**src/rtl/cbm_exec_regs.vh**
```
// Constants for the branch, move and table-read execution unit
`ifndef CBM_EXEC_REGS_VH
`define CBM_EXEC_REGS_VH

// Clocks per machine cycle; every instruction is padded to whole cycles
`define CBM_MACH_CLKS     4'h6

// Reset values
`define CBM_PC_RST        16'h0000
`define CBM_ACC_RST       8'h00
`define CBM_SP_RST        8'h07
`define CBM_PSW_RST       8'h00
`define CBM_DATA_POINTER_RST      16'h0000

// Direct addresses of the registers held inside the unit
`define CBM_ADDR_ACC      8'hE0
`define CBM_ADDR_SP       8'h81
`define CBM_ADDR_DPL      8'h82
`define CBM_ADDR_DPH      8'h83
`define CBM_ADDR_PSW      8'hD0

// Status word fields
`define CBM_PSW_CY        7
`define CBM_PSW_BANK_HI   4
`define CBM_PSW_BANK_LO   3

// Base of the bit-addressable RAM bytes, upper nibble
`define CBM_BIT_RAM_HI    4'h2

// Opcodes with a single encoding
`define CBM_OP_JNC        8'h50
`define CBM_OP_JNZ        8'h70
`define CBM_OP_JZ         8'h60
`define CBM_OP_CALL       8'h12
`define CBM_OP_JMP        8'h02
`define CBM_OP_A_DIR      8'hE5
`define CBM_OP_A_IMM      8'h74
`define CBM_OP_DIR_A      8'hF5
`define CBM_OP_DIR_DIR    8'h85
`define CBM_OP_DIR_IMM    8'h75
`define CBM_OP_C_BIT      8'hA2
`define CBM_OP_BIT_C      8'h92
`define CBM_OP_DATA_POINTER       8'h90
`define CBM_OP_CODE_DATA_POINTER  8'h93
`define CBM_OP_CODE_PC    8'h83

`endif

```
**src/rtl/cbm_exec.v**
```verilog
// Execution unit for relative branches, long call/jump, moves, table read
//
// Operation
// - Jump-if-carry-clear branches only with carry zero and keeps carry.
// - Jump-if-acc-nonzero branches when any accumulator bit is one.
// - Jump-if-acc-zero branches only when the accumulator is all zero.
// - Relative branches are 2 bytes, 2 cycles, PC+2 then add displacement.
// - Long call adds 3 to PC and pushes it low byte first, pre-incrementing.
// - Long call then loads PC high from byte two and low from byte three.
// - Long branch loads PC high from byte two and low from byte three.
// - Byte copy writes the source to the destination and nothing else.
// - Direct-to-direct copy is 3 bytes, 2 cycles, source byte first.
// - Bit copy moves one bit between carry and any addressable bit.
// - Data pointer load puts byte two in the high half, byte three low.
// - Code table read loads A from code at unsigned A plus 16-bit base.
// - PC base is the next instruction address; pointer base is kept.
`timescale 1ns/1ns
`include "cbm_exec_regs.vh"

module cbm_exec (
  input  wire        clock,
  input  wire        rst_n,
  output reg  [15:0] pm_addr,
  input  wire [7:0]  pm_rdata,
  output reg  [7:0]  dm_addr,
  output reg  [7:0]  dm_wdata,
  output reg         dm_we,
  output wire        dm_sfr,
  input  wire [7:0]  dm_rdata,
  output reg         instr_done,
  output reg         op_unsupported,
  output wire [15:0] pc_out,
  output wire [7:0]  acc_out,
  output wire [7:0]  sp_out,
  output wire [15:0] data_pointer_out,
  output wire [7:0]  psw_out
);

  localparam S_FETCH = 8'h01;
  localparam S_B2    = 8'h02;
  localparam S_B3    = 8'h04;
  localparam S_PTR   = 8'h08;
  localparam S_SRC   = 8'h10;
  localparam S_DST   = 8'h20;
  localparam S_WAIT  = 8'h40;

  localparam C_NOP  = 4'h0;
  localparam C_MOV  = 4'h1;
  localparam C_BR   = 4'h2;
  localparam C_CALL = 4'h3;
  localparam C_JMP  = 4'h4;
  localparam C_DATA_POINTER = 4'h5;
  localparam C_CODE = 4'h6;
  localparam C_CBIT = 4'h7;
  localparam C_BITC = 4'h8;

  localparam K_A    = 3'h0;
  localparam K_RN   = 3'h1;
  localparam K_DIR  = 3'h2;
  localparam K_IND  = 3'h3;
  localparam K_IMM  = 3'h4;
  localparam K_NONE = 3'h5;

  reg [7:0]  state_reg;
  reg [7:0]  state_next;
  reg [15:0] pc_reg;
  reg [15:0] pc_next;
  reg [7:0]  acc_reg;
  reg [7:0]  acc_next;
  reg [7:0]  sp_reg;
  reg [7:0]  sp_next;
  reg [7:0]  dpl_reg;
  reg [7:0]  dpl_next;
  reg [7:0]  dph_reg;
  reg [7:0]  dph_next;
  reg [7:0]  psw_reg;
  reg [7:0]  psw_next;
  reg [7:0]  op_reg;
  reg [7:0]  b1_reg;
  reg [7:0]  b2_reg;
  reg [7:0]  ptr_reg;
  reg [7:0]  ptr_next;
  reg [7:0]  tmp_reg;
  reg [7:0]  tmp_next;
  reg [3:0]  cnt_reg;

  reg [3:0]  cls;
  reg [1:0]  len;
  reg        two_cyc;
  reg [2:0]  src_k;
  reg [2:0]  dst_k;
  reg        acc_dir;
  reg [7:0]  rd_val;

  wire        carry    = psw_reg[`CBM_PSW_CY];
  wire [1:0]  bank     = psw_reg[`CBM_PSW_BANK_HI:`CBM_PSW_BANK_LO];
  wire [7:0]  rn_addr  = {3'h0, bank, op_reg[2:0]};
  wire [7:0]  ri_addr  = {3'h0, bank, 2'h0, op_reg[0]};
  wire [7:0]  dst_dir  = (op_reg == `CBM_OP_DIR_DIR) ? b2_reg : b1_reg;
  wire [7:0]  imm      = (op_reg == `CBM_OP_DIR_IMM) ? b2_reg : b1_reg;
  wire [7:0]  bit_byte = b1_reg[7] ? {b1_reg[7:3], 3'h0}
                                   : {`CBM_BIT_RAM_HI, b1_reg[6:3]};
  wire [2:0]  bit_idx  = b1_reg[2:0];
  wire [15:0] rel_ext  = {{8{b1_reg[7]}}, b1_reg};
  wire [15:0] code_base = (op_reg == `CBM_OP_CODE_PC) ?
                          pc_reg : {dph_reg, dpl_reg};
  wire [15:0] code_addr = code_base + {8'h00, acc_reg};
  wire [3:0]  last_cnt  = two_cyc ?
                          (`CBM_MACH_CLKS + `CBM_MACH_CLKS - 4'h1) :
                          (`CBM_MACH_CLKS - 4'h1);
  wire        needs_ptr = (src_k == K_IND) || (dst_k == K_IND);

  reg         take;

  assign dm_sfr   = acc_dir & dm_addr[7];
  assign pc_out   = pc_reg;
  assign acc_out  = acc_reg;
  assign sp_out   = sp_reg;
  assign data_pointer_out = {dph_reg, dpl_reg};
  assign psw_out  = psw_reg;

  // Decode of the latched opcode
  always @*
  begin
    cls     = C_NOP;
    len     = 2'h1;
    two_cyc = 1'b0;
    src_k   = K_NONE;
    dst_k   = K_NONE;
    casez (op_reg)
      8'b1110_1???: begin cls = C_MOV; src_k = K_RN; dst_k = K_A; end
      `CBM_OP_A_DIR: begin cls = C_MOV; src_k = K_DIR; dst_k = K_A; len = 2'h2; end
      8'b1110_011?: begin cls = C_MOV; src_k = K_IND; dst_k = K_A; end
      `CBM_OP_A_IMM: begin cls = C_MOV; src_k = K_IMM; dst_k = K_A; len = 2'h2; end
      8'b1111_1???: begin cls = C_MOV; src_k = K_A; dst_k = K_RN; end
      8'b1010_1???: begin cls = C_MOV; src_k = K_DIR; dst_k = K_RN; len = 2'h2; two_cyc = 1'b1; end
      8'b0111_1???: begin cls = C_MOV; src_k = K_IMM; dst_k = K_RN; len = 2'h2; end
      `CBM_OP_DIR_A: begin cls = C_MOV; src_k = K_A; dst_k = K_DIR; len = 2'h2; end
      8'b1000_1???: begin cls = C_MOV; src_k = K_RN; dst_k = K_DIR; len = 2'h2; two_cyc = 1'b1; end
      `CBM_OP_DIR_DIR: begin cls = C_MOV; src_k = K_DIR; dst_k = K_DIR; len = 2'h3; two_cyc = 1'b1; end
      8'b1000_011?: begin cls = C_MOV; src_k = K_IND; dst_k = K_DIR; len = 2'h2; two_cyc = 1'b1; end
      `CBM_OP_DIR_IMM: begin cls = C_MOV; src_k = K_IMM; dst_k = K_DIR; len = 2'h3; two_cyc = 1'b1; end
      8'b1111_011?: begin cls = C_MOV; src_k = K_A; dst_k = K_IND; end
      8'b1010_011?: begin cls = C_MOV; src_k = K_DIR; dst_k = K_IND; len = 2'h2; two_cyc = 1'b1; end
      8'b0111_011?: begin cls = C_MOV; src_k = K_IMM; dst_k = K_IND; len = 2'h2; end
      `CBM_OP_JNC, `CBM_OP_JNZ, `CBM_OP_JZ:
        begin cls = C_BR; len = 2'h2; two_cyc = 1'b1; end
      `CBM_OP_CALL: begin cls = C_CALL; len = 2'h3; two_cyc = 1'b1; end
      `CBM_OP_JMP:  begin cls = C_JMP; len = 2'h3; two_cyc = 1'b1; end
      `CBM_OP_DATA_POINTER: begin cls = C_DATA_POINTER; len = 2'h3; two_cyc = 1'b1; end
      `CBM_OP_CODE_DATA_POINTER, `CBM_OP_CODE_PC:
        begin cls = C_CODE; two_cyc = 1'b1; end
      `CBM_OP_C_BIT: begin cls = C_CBIT; len = 2'h2; end
      `CBM_OP_BIT_C: begin cls = C_BITC; len = 2'h2; two_cyc = 1'b1; end
      default: cls = C_NOP;
    endcase
  end

  // Branch conditions; no flag or accumulator is written on this path
  always @*
  begin
    case (op_reg)
      `CBM_OP_JNC: take = ~carry;
      `CBM_OP_JNZ: take = |acc_reg;
      `CBM_OP_JZ:  take = ~(|acc_reg);
      default:     take = 1'b0;
    endcase
  end

  // Data-space access per state, register updates and sequencing
  always @*
  begin
    state_next = state_reg;
    pc_next    = pc_reg;
    acc_next   = acc_reg;
    sp_next    = sp_reg;
    dpl_next   = dpl_reg;
    dph_next   = dph_reg;
    psw_next   = psw_reg;
    ptr_next   = ptr_reg;
    tmp_next   = tmp_reg;
    pm_addr    = pc_reg;
    dm_addr    = 8'h00;
    dm_wdata   = 8'h00;
    dm_we      = 1'b0;
    acc_dir    = 1'b1;
    case (state_reg)
      S_FETCH:
      begin
        pc_next    = pc_reg + 16'h0001;
        state_next = S_B2;
      end
      S_B2:
      begin
        if (len != 2'h1)
          pc_next = pc_reg + 16'h0001;
        state_next = (len == 2'h3) ? S_B3 : (needs_ptr ? S_PTR : S_SRC);
        if (len == 2'h1)
          state_next = needs_ptr ? S_PTR : S_SRC;
      end
      S_B3:
      begin
        pc_next    = pc_reg + 16'h0001;
        state_next = needs_ptr ? S_PTR : S_SRC;
      end
      S_PTR:
      begin
        dm_addr    = ri_addr;
        ptr_next   = rd_val;
        state_next = S_SRC;
      end
      S_SRC:
      begin
        state_next = S_DST;
        case (cls)
          C_MOV:
            case (src_k)
              K_A:   tmp_next = acc_reg;
              K_RN:  begin dm_addr = rn_addr; tmp_next = rd_val; end
              K_DIR: begin dm_addr = b1_reg; tmp_next = rd_val; end
              K_IND: begin dm_addr = ptr_reg; acc_dir = 1'b0; tmp_next = rd_val; end
              default: tmp_next = imm;
            endcase
          C_CBIT:
          begin
            dm_addr = bit_byte;
            psw_next[`CBM_PSW_CY] = rd_val[bit_idx];
          end
          C_BITC:
          begin
            dm_addr  = bit_byte;
            tmp_next = rd_val;
          end
          C_CALL:
          begin
            // Stack lives in indirect RAM, pre-incremented pointer
            acc_dir  = 1'b0;
            dm_addr  = sp_reg + 8'h01;
            dm_wdata = pc_reg[7:0];
            dm_we    = 1'b1;
            sp_next  = sp_reg + 8'h01;
          end
          C_BR:
            if (take)
              pc_next = pc_reg + rel_ext;
          C_JMP:  pc_next = {b1_reg, b2_reg};
          C_DATA_POINTER:
          begin
            dph_next = b1_reg;
            dpl_next = b2_reg;
          end
          C_CODE:
          begin
            pm_addr  = code_addr;
            acc_next = pm_rdata;
          end
          default: tmp_next = tmp_reg;
        endcase
      end
      S_DST:
      begin
        state_next = S_WAIT;
        case (cls)
          C_MOV:
          begin
            dm_wdata = tmp_reg;
            case (dst_k)
              K_A:   acc_next = tmp_reg;
              K_RN:  begin dm_addr = rn_addr; dm_we = 1'b1; end
              K_DIR: begin dm_addr = dst_dir; dm_we = 1'b1; end
              default: begin dm_addr = ptr_reg; acc_dir = 1'b0; dm_we = 1'b1; end
            endcase
          end
          C_BITC:
          begin
            dm_addr  = bit_byte;
            dm_wdata = (tmp_reg & ~(8'h01 << bit_idx)) |
                       ({7'h00, carry} << bit_idx);
            dm_we    = 1'b1;
          end
          C_CALL:
          begin
            acc_dir  = 1'b0;
            dm_addr  = sp_reg + 8'h01;
            dm_wdata = pc_reg[15:8];
            dm_we    = 1'b1;
            sp_next  = sp_reg + 8'h01;
            pc_next  = {b1_reg, b2_reg};
          end
          default: dm_we = 1'b0;
        endcase
      end
      S_WAIT:
        if (cnt_reg >= last_cnt)
          state_next = S_FETCH;
      default: state_next = S_FETCH;
    endcase
    if (state_reg == S_FETCH)
      pm_addr = pc_reg;
    // Writes that hit registers held here are absorbed, not sent to memory
    if (dm_we && acc_dir)
      case (dm_addr)
        `CBM_ADDR_ACC: begin acc_next = dm_wdata; dm_we = 1'b0; end
        `CBM_ADDR_SP:  begin sp_next  = dm_wdata; dm_we = 1'b0; end
        `CBM_ADDR_DPL: begin dpl_next = dm_wdata; dm_we = 1'b0; end
        `CBM_ADDR_DPH: begin dph_next = dm_wdata; dm_we = 1'b0; end
        `CBM_ADDR_PSW: begin psw_next = dm_wdata; dm_we = 1'b0; end
        default: dm_we = 1'b1;
      endcase
  end

  // Read value of the current access; internal registers shadow memory
  always @*
  begin
    rd_val = dm_rdata;
    if (acc_dir)
      case (dm_addr)
        `CBM_ADDR_ACC: rd_val = acc_reg;
        `CBM_ADDR_SP:  rd_val = sp_reg;
        `CBM_ADDR_DPL: rd_val = dpl_reg;
        `CBM_ADDR_DPH: rd_val = dph_reg;
        `CBM_ADDR_PSW: rd_val = psw_reg;
        default:       rd_val = dm_rdata;
      endcase
  end

  always @(posedge clock)
  begin
    if (!rst_n)
    begin
      state_reg      <= S_FETCH;
      pc_reg         <= `CBM_PC_RST;
      acc_reg        <= `CBM_ACC_RST;
      sp_reg         <= `CBM_SP_RST;
      psw_reg        <= `CBM_PSW_RST;
      {dph_reg, dpl_reg} <= `CBM_DATA_POINTER_RST;
      op_reg         <= 8'h00;
      b1_reg         <= 8'h00;
      b2_reg         <= 8'h00;
      ptr_reg        <= 8'h00;
      tmp_reg        <= 8'h00;
      cnt_reg        <= 4'h0;
      instr_done     <= 1'b0;
      op_unsupported <= 1'b0;
    end
    else
    begin
      state_reg  <= state_next;
      pc_reg     <= pc_next;
      acc_reg    <= acc_next;
      sp_reg     <= sp_next;
      dpl_reg    <= dpl_next;
      dph_reg    <= dph_next;
      psw_reg    <= psw_next;
      ptr_reg    <= ptr_next;
      tmp_reg    <= tmp_next;
      cnt_reg    <= (state_reg == S_FETCH) ? 4'h1 : cnt_reg + 4'h1;
      instr_done <= (state_reg == S_WAIT) && (state_next == S_FETCH);
      op_unsupported <= (state_reg == S_B2) && (cls == C_NOP);
      if (state_reg == S_FETCH)
        op_reg <= pm_rdata;
      if ((state_reg == S_B2) && (len != 2'h1))
        b1_reg <= pm_rdata;
      if (state_reg == S_B3)
        b2_reg <= pm_rdata;
    end
  end

endmodule // cbm_exec

```
**config.mk**
```make
export PLATFORM = sky130hd
export DESIGN_NAME = cbm_exec
export DESIGN_NICKNAME = d
export VERILOG_FILES = /design/src/rtl/cbm_exec.v
export VERILOG_INCLUDE_DIRS = /design/src /design/src/rtl
export SDC_FILE = /design/constraint.sdc
export NUM_CORES = 1
export LEC_CHECK = 0
export BUFFER_PORTS_ARGS = -buffer_cell sky130_fd_sc_hd__buf_2
export CAP_MARGIN = 25
export CORE_ASPECT_RATIO = 1.25
export CORE_MARGIN = 2
export CORE_UTILIZATION = 49
export CTS_BUF_LIST = sky130_fd_sc_hd__clkbuf_4 sky130_fd_sc_hd__clkbuf_8
export DETAILED_ROUTE_END_ITERATION = 8
export PLACE_DENSITY_LB_ADDON = 0.08
export SLEW_MARGIN = 20
export SYNTH_ARGS = -nofsm -noshare
export SYNTH_HDL_FRONTEND = slang
export SYNTH_SLANG_ARGS = --single-unit
```
**constraint.sdc**
```tcl
create_clock -name clock -period 13.8 [get_ports clock]
set_input_delay 2.07 -clock clock [delete_from_list [all_inputs] [get_ports clock]]
set_output_delay 2.07 -clock clock [all_outputs]
set_load 0.005 [all_outputs]
```
# == Word-level counts from Yosys, hierarchy flattened ==
# Cells that the tools add are included.
# classes
add_sub_neg,5
magnitude_cmp,2
n_eq_ne,59
shifts,2
n_mux,72
n_bitwise,7
n_reduce_logical,37
# ops
operator,count
2-to-1 mux 8 bit,27
case mux 8 bit (3 select lines),6
2-to-1 mux 16 bit,7
"== test 8 bit, second input constant",13
case mux 16 bit (4 select lines),1
case mux 8 bit (2 select lines),4
case mux 8 bit (7 select lines),1
"== test 8 x 7 -> 1 bit, second input constant",6
case mux 8 bit (5 select lines),1
case mux 16 bit (2 select lines),1
case mux 4 bit (8 select lines),1
OR reduction 15 bit,2
"== test 7 bit, second input constant",4
"== test 5 bit, second input constant",4
OR reduction 3 bit,6
"adder 16 x 1 -> 16 bit, second input constant",1
adder 16 bit,1
adder 16 x 8 -> 16 bit,1
"== test 4 x 3 -> 1 bit, second input constant",4
"== test 8 x 1 -> 1 bit, second input constant",2
"== test 8 x 2 -> 1 bit, second input constant",2
"== test 8 x 5 -> 1 bit, second input constant",2
OR reduction 2 bit,8
case mux 3 bit (5 select lines),1
other kinds (47),78
# word_totals
register_bits,110
in_bits,18
output_inout_bits,92

# == Longest topological paths before layout ==
# Gate-level depths: netlist of the first run.
# depth
depth_word,16
ltp_mapped,25
mapped_depth_nobuf,19

# == Worst setup path after synthesis of the first run ==
# Ideal clock, no wire load.
# synth_path
kind,register to output
start,register op_reg[5]
end,output port pm_addr[13]
arrival_time_ns,4.471
setup_slack_ns,7.259
path_stages_with_launch,25
path_buffers,6
cell_sequence,dfxtp_1 > buf_2 > buf_2 > buf_1 > nor4b_2 > and4_1 > clkbuf_1 > clkbuf_1 > buf_1 > nand2_1 > nand2_1 > ha_1 > a21o_1 > a21o_1 > a21o_1 > a21oi_1 > nor2b_1 > o21a_1 > o21ai_0 > a21oi_1 > nand2_1 > a21oi_1 > mux2_2 > a21oi_1 > a21oi_1
# synth_between
elab_chain_cells,7
elab_cells_between_ends,35
classes_between,add/sub: 1; eq/ne: 26; mux: 5; reduce/logical: 3
# synth_rtl
element,line_no,source
"start, declared",cbm_exec.v:78,reg [7:0] op_reg;
"start signal, assigned",cbm_exec.v:361,op_reg <= pm_rdata;
"parallel branches: the longest is 4 deep, another holds adder 16 x 8 -> 16 bit",n/a,
2-to-1 mux 16 bit (*),cbm_exec.v:215,case (cls)
2-to-1 mux 16 bit (*),cbm_exec.v:187,case (state_reg)
2-to-1 mux 16 bit (*),cbm_exec.v:298,if (state_reg == S_FETCH)
"end, declared",cbm_exec.v:23,"output reg [15:0] pm_addr,"
# Every way passes the cells marked *.

# == Worst setup path after layout of the first run ==
# layout_path
start,register op_reg[7]
end,output port pm_addr[11]
# Same word-level chain as after synthesis.

==> run summary, run 1 <==
GR Util met1: 52.1%
Vias in the first global route: 9,970
Post-DR wirelength/cell: 24.9 um
Clock insertion delay at the later pin of the skew report: 0.42 ns
Initial Utilization: 50.0%
Die X: 130 um
Final wirelength: 40,800 um
H-tree Lvls: 3
Routability Congestion: 1.06
Syn Nets: 1,368
GRT met2 Usage: 56.8%
Status: complete, no violations
Min-Delay Path Class: reg2reg
CTS Sinks: 110
Crit start category: flip-flop
Nets: 1,420
Crit path arrival time: 5.25 ns
Avg Cell Area, Syn: 7.39 um2
Post-synth top area cell: dfxtp_1
Routed Antenna Nets: 0
Cell area after placement: 0.0104 mm2
Post-cts resize count: 0
Post-synthesis cell type count: 94
CP Capture Type: output pin
# setup viols final: 0
Fmax: 137 MHz
Post-layout min period: 7.32 ns
Syn Std Cell Area: 0.00974 mm2
Synth warnings: 0
Clock buffer depth: 2
# diodes: 0
Main combinational cell family by area after synthesis: compound AO/OA/AOI/OAI gates
Grt ovf: 0
Most common library cells after synthesis: nor2_1 (168), nand2_1 (149), dfxtp_1 (110), mux2i_1 (86), a21oi_1 (80)
Largest net degree at the start of global routing: 72
Min Hold Slack: 0.510 ns
Flip-flop count of the largest register after layout: 16
Synth Area in Compound Gates: 27.6%
Starting DRT DRC Count: 1,489
Drt drc: 0
Post-Syn Instances: 1,318
Synth area leaders: dfxtp_1 (23%), mux2i_1 (8.8%), nor2_1 (6.5%)
Worst slew pin tran: 1.03 ns
IO Count: 110
Vias/cell: 6.66
Syn-to-layout area delta: 9.36%
Top-count cell post-synth: nor2_1
CTS Hold Bufs: 0
I/O Buffers: 109
CTS Buf Count: 9
RSZ-0062 raised after global routing: no
Lkg Pwr: 0.00424 uW
Fraction of synthesized area in multiplexers: 10.6%
GRT Max-Usage Layer: met2
CTS tree: done
Synth Flop Type: dfxtp_1
Share of Yosys cell area claimed by the top area cell type: 22.6%
Maxcap violations: 0
Crit path max fanout: 24
Slew headroom: 30.6%
CP required: 11.73 ns
Final Max Slew Viols: 0
Fraction of registers with async set/reset: 0%
XOR/XNOR share of the synthesized area: 4.40%
Total vias in the final route: 10,920
Setup TNS: 0 ns
Post-Synth Simple-Gate Area: 25.4%
Setup Skew: 0.0225 ns
Grt met3 use: 6.52%
Setup Fix Bufs, Post-CTS: 0
Power, Total: 675 uW
Total GRT Usage: 38.5%
Final Hold Viols: 0
Row count: 57
Die ar.: 0.0210 mm2
Peak supply drop: 45.0 uV
Final instance area: 0.0107 mm2
Post-DP HPWL: 29,800 um
Power density over the cells: 63.4 mW/mm2
First-pass GRT wire length: 61,100 um
Post-synth EDFFs: 0
Pre-Repair DR Iteration Count: 7
CTS root buf: clkbuf_8
Clock transition at the registers of the reported paths: 0.14 ns
Die Ht: 162 um
Critical path class: reg2out
Final worst path period share: 53.1%
FF+latch count, synth: 110
Core area: 0.0195 mm2
Initial antenna violation count: 0
Adder-cell share of the synthesized area: 4.26%
Sequential share of the synthesized area: 22.6%
Layout cells sized above 1: 14.3%
==> through the flow <==
stage / utilization [%] / worst slack (ns) / std cells
detailed placement: 53.6 / 7.08 / 1624
global placement: 53.6 / 7.16 / 1624
global route: 54.7 / 6.04 / 1640
floorplan: - / 7.26 / 1318
finish: 54.7 / 6.48 / 1640
CTS: 54.7 / 6.60 / 1640
==> final timing paths <==
check | end | slack [ns] | startpoint | cells past startpoint
worst min register to register | cnt_reg[0]$_SDFF_PN0_ | 0.51 | cnt_reg[0]$_SDFF_PN0_ | 1
worst min-delay path | cnt_reg[0]$_SDFF_PN0_ | 0.51 | cnt_reg[0]$_SDFF_PN0_ | 1
worst max-delay path | pm_addr[11] | 6.48 | op_reg[7]$_SDFFE_PN0P_ | 18
worst max register to register | tmp_reg[6]$_SDFFE_PN0P_ | 8.35 | op_reg[3]$_SDFFE_PN0P_ | 12
==> report_power, final <==
part,switching (uW),internal [uW]
clock,146,75.9
combinational,63.1,40.2
sequential,25.1,325
==> logic make-up (layout without fill, tap and decap cells) <==
logic type / Yosys count / count (layout)
adders and majority gates: 32 / 32
xor gates and xnor gates: 49 / 49
and+or+nand+nor: 517 / 517
DFF: 110 / 110
buffers and inverters: 122 / 179
muxes: 101 / 101
AOI/OAI and AO/OA: 386 / 386
other: 1 / 1
==> cell usage in the layout, fill, tap and decap left out, drive strengths merged, types with 26 or more instances in the layout <==
| cell type | count |
|---|---|
| a211oi | 39 |
| a21oi | 81 |
| buf | 138 |
| dfxtp | 110 |
| ha | 30 |
| inv | 30 |
| mux2i | 87 |
| nand2 | 149 |
| nand3 | 56 |
| nor2 | 168 |
| nor3 | 26 |
| o21ai | 85 |
| xnor2 | 31 |
==> routing by layer <==
layer	part of all wire, %	wire length, um
met1	41	16700
met4	7.3	2980
met3	9.0	3670
met2	43	17400
met5	0	0
==> final cells by class <==
cell class,count,area (um2)
Fill cell,1979,8810
Multi-Input combinational cell,1086,7050
Sequential cell,110,2200
Timing Repair Buffer,138,763
Tap cell,265,332
Clock buffer,9,124
Inverter,25,93.8
Clock inverter,7,91.3
==> critical path, cell delays in order (launching register included) <==
cell,delay (ns)
dfxtp_1,0.73
nor4b_2,0.52
and4_1,0.89
nand2_1,0.12
nand2_1,0.14
ha_1,0.24
a21o_1,0.18
a21o_1,0.19
a21o_1,0.18
a21oi_1,0.23
nor2b_1,0.08
o21a_1,0.18
o21ai_0,0.14
a21oi_1,0.15
nand2_1,0.18
mux2_2,0.35
a21oi_1,0.15
a21oi_1,0.06
buf_2,0.13
No activity file was read; power rests on OpenSTA's default activity.
==> run 2: changes to the inputs <==
--- a/config.mk
+++ b/config.mk
@@ -6,6 +6,7 @@
 export SDC_FILE = /design/constraint.sdc
 export NUM_CORES = 1
 export LEC_CHECK = 0
+export ABC_AREA = 1
 export BUFFER_PORTS_ARGS = -buffer_cell sky130_fd_sc_hd__buf_2
 export CAP_MARGIN = 25
 export CORE_ASPECT_RATIO = 1.25
==> constraint.sdc (replaced) <==
create_clock -name clock -period 7.2 [get_ports clock]
set_input_delay 1.08 -clock clock [delete_from_list [all_inputs] [get_ports clock]]
set_output_delay 1.08 -clock clock [all_outputs]
set_load 0.005 [all_outputs]
==> run 2 against run 1 <==
Clock power increased by 77%. Synthesized cell count rose by 21%. Worst setup slack got worse by 5.0 ns. Non-clock buffer count shrank 20. Critical path type unchanged. Largest cell class unchanged.
==> run summary, run 2 <==
Most common library cells after synthesis: nand2_1 (349), o21ai_0 (196), inv_1 (182), nor2_1 (148), a21oi_1 (127)
CP Capture Type: output pin
Synth area leaders: dfxtp_1 (23%), nand2_1 (14%), o21ai_0 (10%)
CTS Hold Bufs: 0
Lkg Pwr: 0.00480 uW
Vias in the first global route: 10,879
Placed Cells incl. Taps: 1,913
Setup slack, reg-to-reg: 2.57 ns
Post-cts resize count: 0
Power density over the cells: 117 mW/mm2
Critical path, cell by cell: inv_2 > nor2_2 > nand2_1 > nor2_1 > inv_1 > o21ai_0 > ha_1 > a21oi_1 > inv_1 > a31oi_1 > o21ai_0 > nand3_1 > nand2_1 > nand2_1 > a21boi_0 > nand4_1 > or2_2 > nor2_1 > xor2_1 > o21ai_0 > inv_1 > buf_2
Commonest non-fill, non-tap cell in the layout: nand2_1
Min Hold Slack: 0.498 ns
Syn Std Cell Area: 0.00966 mm2
Routability Congestion: 1.01
Clock buffer depth: 2
FF+latch count, synth: 110
Comb pwr share: 14.5%
CP required: 6.12 ns
Starting DRT DRC Count: 1,170
# setup viols final: 0
I/O Buffers: 109
Nets: 1,709
Worst hold path startpoint: ptr_reg[7]$_SDFFE_PN0N_
Crit start category: flip-flop
Flip-flop count of the largest register after layout: 16
Critical path class: reg2out
Die X: 130 um
Hold Path Sink: ptr_reg[7]$_SDFFE_PN0N_
Initial Utilization: 49.8%
Post-DR wirelength/cell: 22.1 um
Maxcap violations: 0
Vias/cell: 6.16
CTS tree: done
Final worst path period share: 79.0%
Syn-to-layout area delta: 8.77%
Die ar.: 0.0209 mm2
Worst slew pin tran: 0.952 ns
Total vias in the final route: 11,892
Clock transition at the registers of the reported paths: 0.13 ns
Reg2reg end: psw_out[7]$_SDFF_PN0_
Switch Pwr: 413 uW
Post-layout min period: 5.69 ns
Crit path arrival time: 4.61 ns
Main combinational cell family by area after synthesis: simple AND/OR/NAND/NOR gates
Final Max Slew Viols: 0
Post-DP HPWL: 32,300 um
RSZ-0062 raised after global routing: no
Setup Skew: 0.0231 ns
Share of Yosys cell area claimed by the top area cell type: 22.8%
Post-synth top area cell: dfxtp_1
Final setup margin: 1.51 ns
Post-synthesis cell type count: 56
Routed Antenna Nets: 0
Largest net degree at the start of global routing: 58
H-tree Lvls: 3
Non-Filler Instances: 1,931
Syn Nets: 1,643
CTS Buf Count: 9
Internal power: 812 uW
# fillers: 2,102
Post-Synth Simple-Gate Area: 32.9%
Sequential share of the synthesized area: 22.8%
Clock insertion delay at the later pin of the skew report: 0.42 ns
Crit path max fanout: 31
Post-synth EDFFs: 0
Clk pwr share: 32.0%
CTS Sinks: 110
Setup TNS: 0 ns
Fraction of synthesized area in multiplexers: 0.104%
Initial antenna violation count: 1
FF-to-FF path depth: 23
Layout cells sized above 1: 12.1%
Fmax: 176 MHz
Row count: 57
Grt ovf: 0
Final Hold Viols: 0
Drt drc: 0
Synth Area in Compound Gates: 26.0%
Hold path depth: 2
Top-count cell post-synth: nand2_1
XOR/XNOR share of the synthesized area: 3.08%
R2r startpoint: state_reg[3]$_SDFF_PN0_
Synth Flop Type: dfxtp_1
Adder-cell share of the synthesized area: 4.30%
Fraction of registers with async set/reset: 0%
Synth warnings: 0
Min-Delay Path Class: reg2reg
Final core occ: 54.2%
Total GRT Usage: 40.2%
Commonest non-fill, non-tap cells in the layout: nand2_1 (349), o21ai_0 (196), inv_1 (182)
Crit path largest cell delay: 0.45 ns
Pre-Repair DR Iteration Count: 7
IO Count: 110
CP max-delay cell: o21ai_0
Setup Fix Bufs, Post-CTS: 0
Slew headroom: 36.2%
CTS root buf: clkbuf_8
Sw Share: 33.7%
Final wirelength: 42,600 um
Pre-CTS setup slack: 2.02 ns
First-pass GRT wire length: 63,600 um
Post-Syn Instances: 1,593
Die Ht: 161 um
Peak supply drop: 74.3 uV
Avg Cell Area, Syn: 6.06 um2
Core area: 0.0194 mm2
Reg power frac: 53.4%
Status: complete, no violations
-- run 2: changes by cell type after synthesis, moves of 28 or more --
cell,previous run,this run
mux2i_1,86,1
a21oi_1,80,127
nand2_1,149,349
nand3_1,56,116
clkbuf_1,74,46
inv_1,22,182
o21ai_0,76,196
-- run 2: worst max-delay path, delay by kind of cell, from the launching register on --
family,cells,cell delay [ns]
AOI/OAI and AO/OA,6,1.35
xor gates and xnor gates,1,0.07
adders and majority gates,1,0.22
buffers and inverters,5,0.71
DFF,1,0.43
and+or+nand+nor,9,1.40
-- run 2: power groups by stage --
stage | clock [uW] | sequential (uW) | combinational (uW)
floorplan | 0 | 652 | 116
global placement | 0 | 666 | 172
detailed placement | 0 | 666 | 174
CTS | 390 | 652 | 175
global route | 412 | 655 | 197
finish | 392 | 654 | 178
-- run 2: cells by family after synthesis --
family	after synthesis
AO/OA/AOI/OAI	438
XOR/XNOR	34
adder cells (fa/ha/maj)	32
buffers and inverters	263
flip-flops	110
multiplexers	1
other	1
AND/OR/NAND/NOR	714
-- run 2: worst max path at each step --
stage,from,end,slack [ns]
2_1_floorplan,op_reg[3]$_SDFFE_PN0P_,pm_addr[15],2.41
3_3_place_gp,op_reg[3]$_SDFFE_PN0P_,pm_addr[15],2.19
3_5_place_dp,op_reg[7]$_SDFFE_PN0P_,pm_addr[15],2.02
4_1_cts,op_reg[7]$_SDFFE_PN0P_,pm_addr[15],1.56
5_1_grt,op_reg[3]$_SDFFE_PN0P_,pm_addr[15],0.89
6_report,op_reg[7]$_SDFFE_PN0P_,pm_addr[15],1.51
-- run 2: per-stage QoR --
stage / total power (uW) / area [um2]
finish: 1220 / 10500
global route: 1260 / 10500
CTS: 1220 / 10500
detailed placement: 840 / 10300
global placement: 838 / 10300
floorplan: 768 / 9660
-- run 2: cell type report --
type	instances	area, um2	area share [%]
antenna	2	5.00	0.0476
clock buffer	9	124	1.18
clock inverter	7	56.3	0.536
inverter	200	752	7.16
multi-input combinational	1220	6420	61.1
sequential	110	2200	21.0
tap	265	332	3.16
timing repair buffer	118	613	5.83
-- run 2: layer usage --
metal  global-route usage (%)  up-vias  routed length (um)
met5                        0        -                   0
met4                     26.9        0                2960
met3                     7.68      197                4200
met2                     63.6      727               19200
met1                     49.2     5446               16300
li1                         -     5522                   -
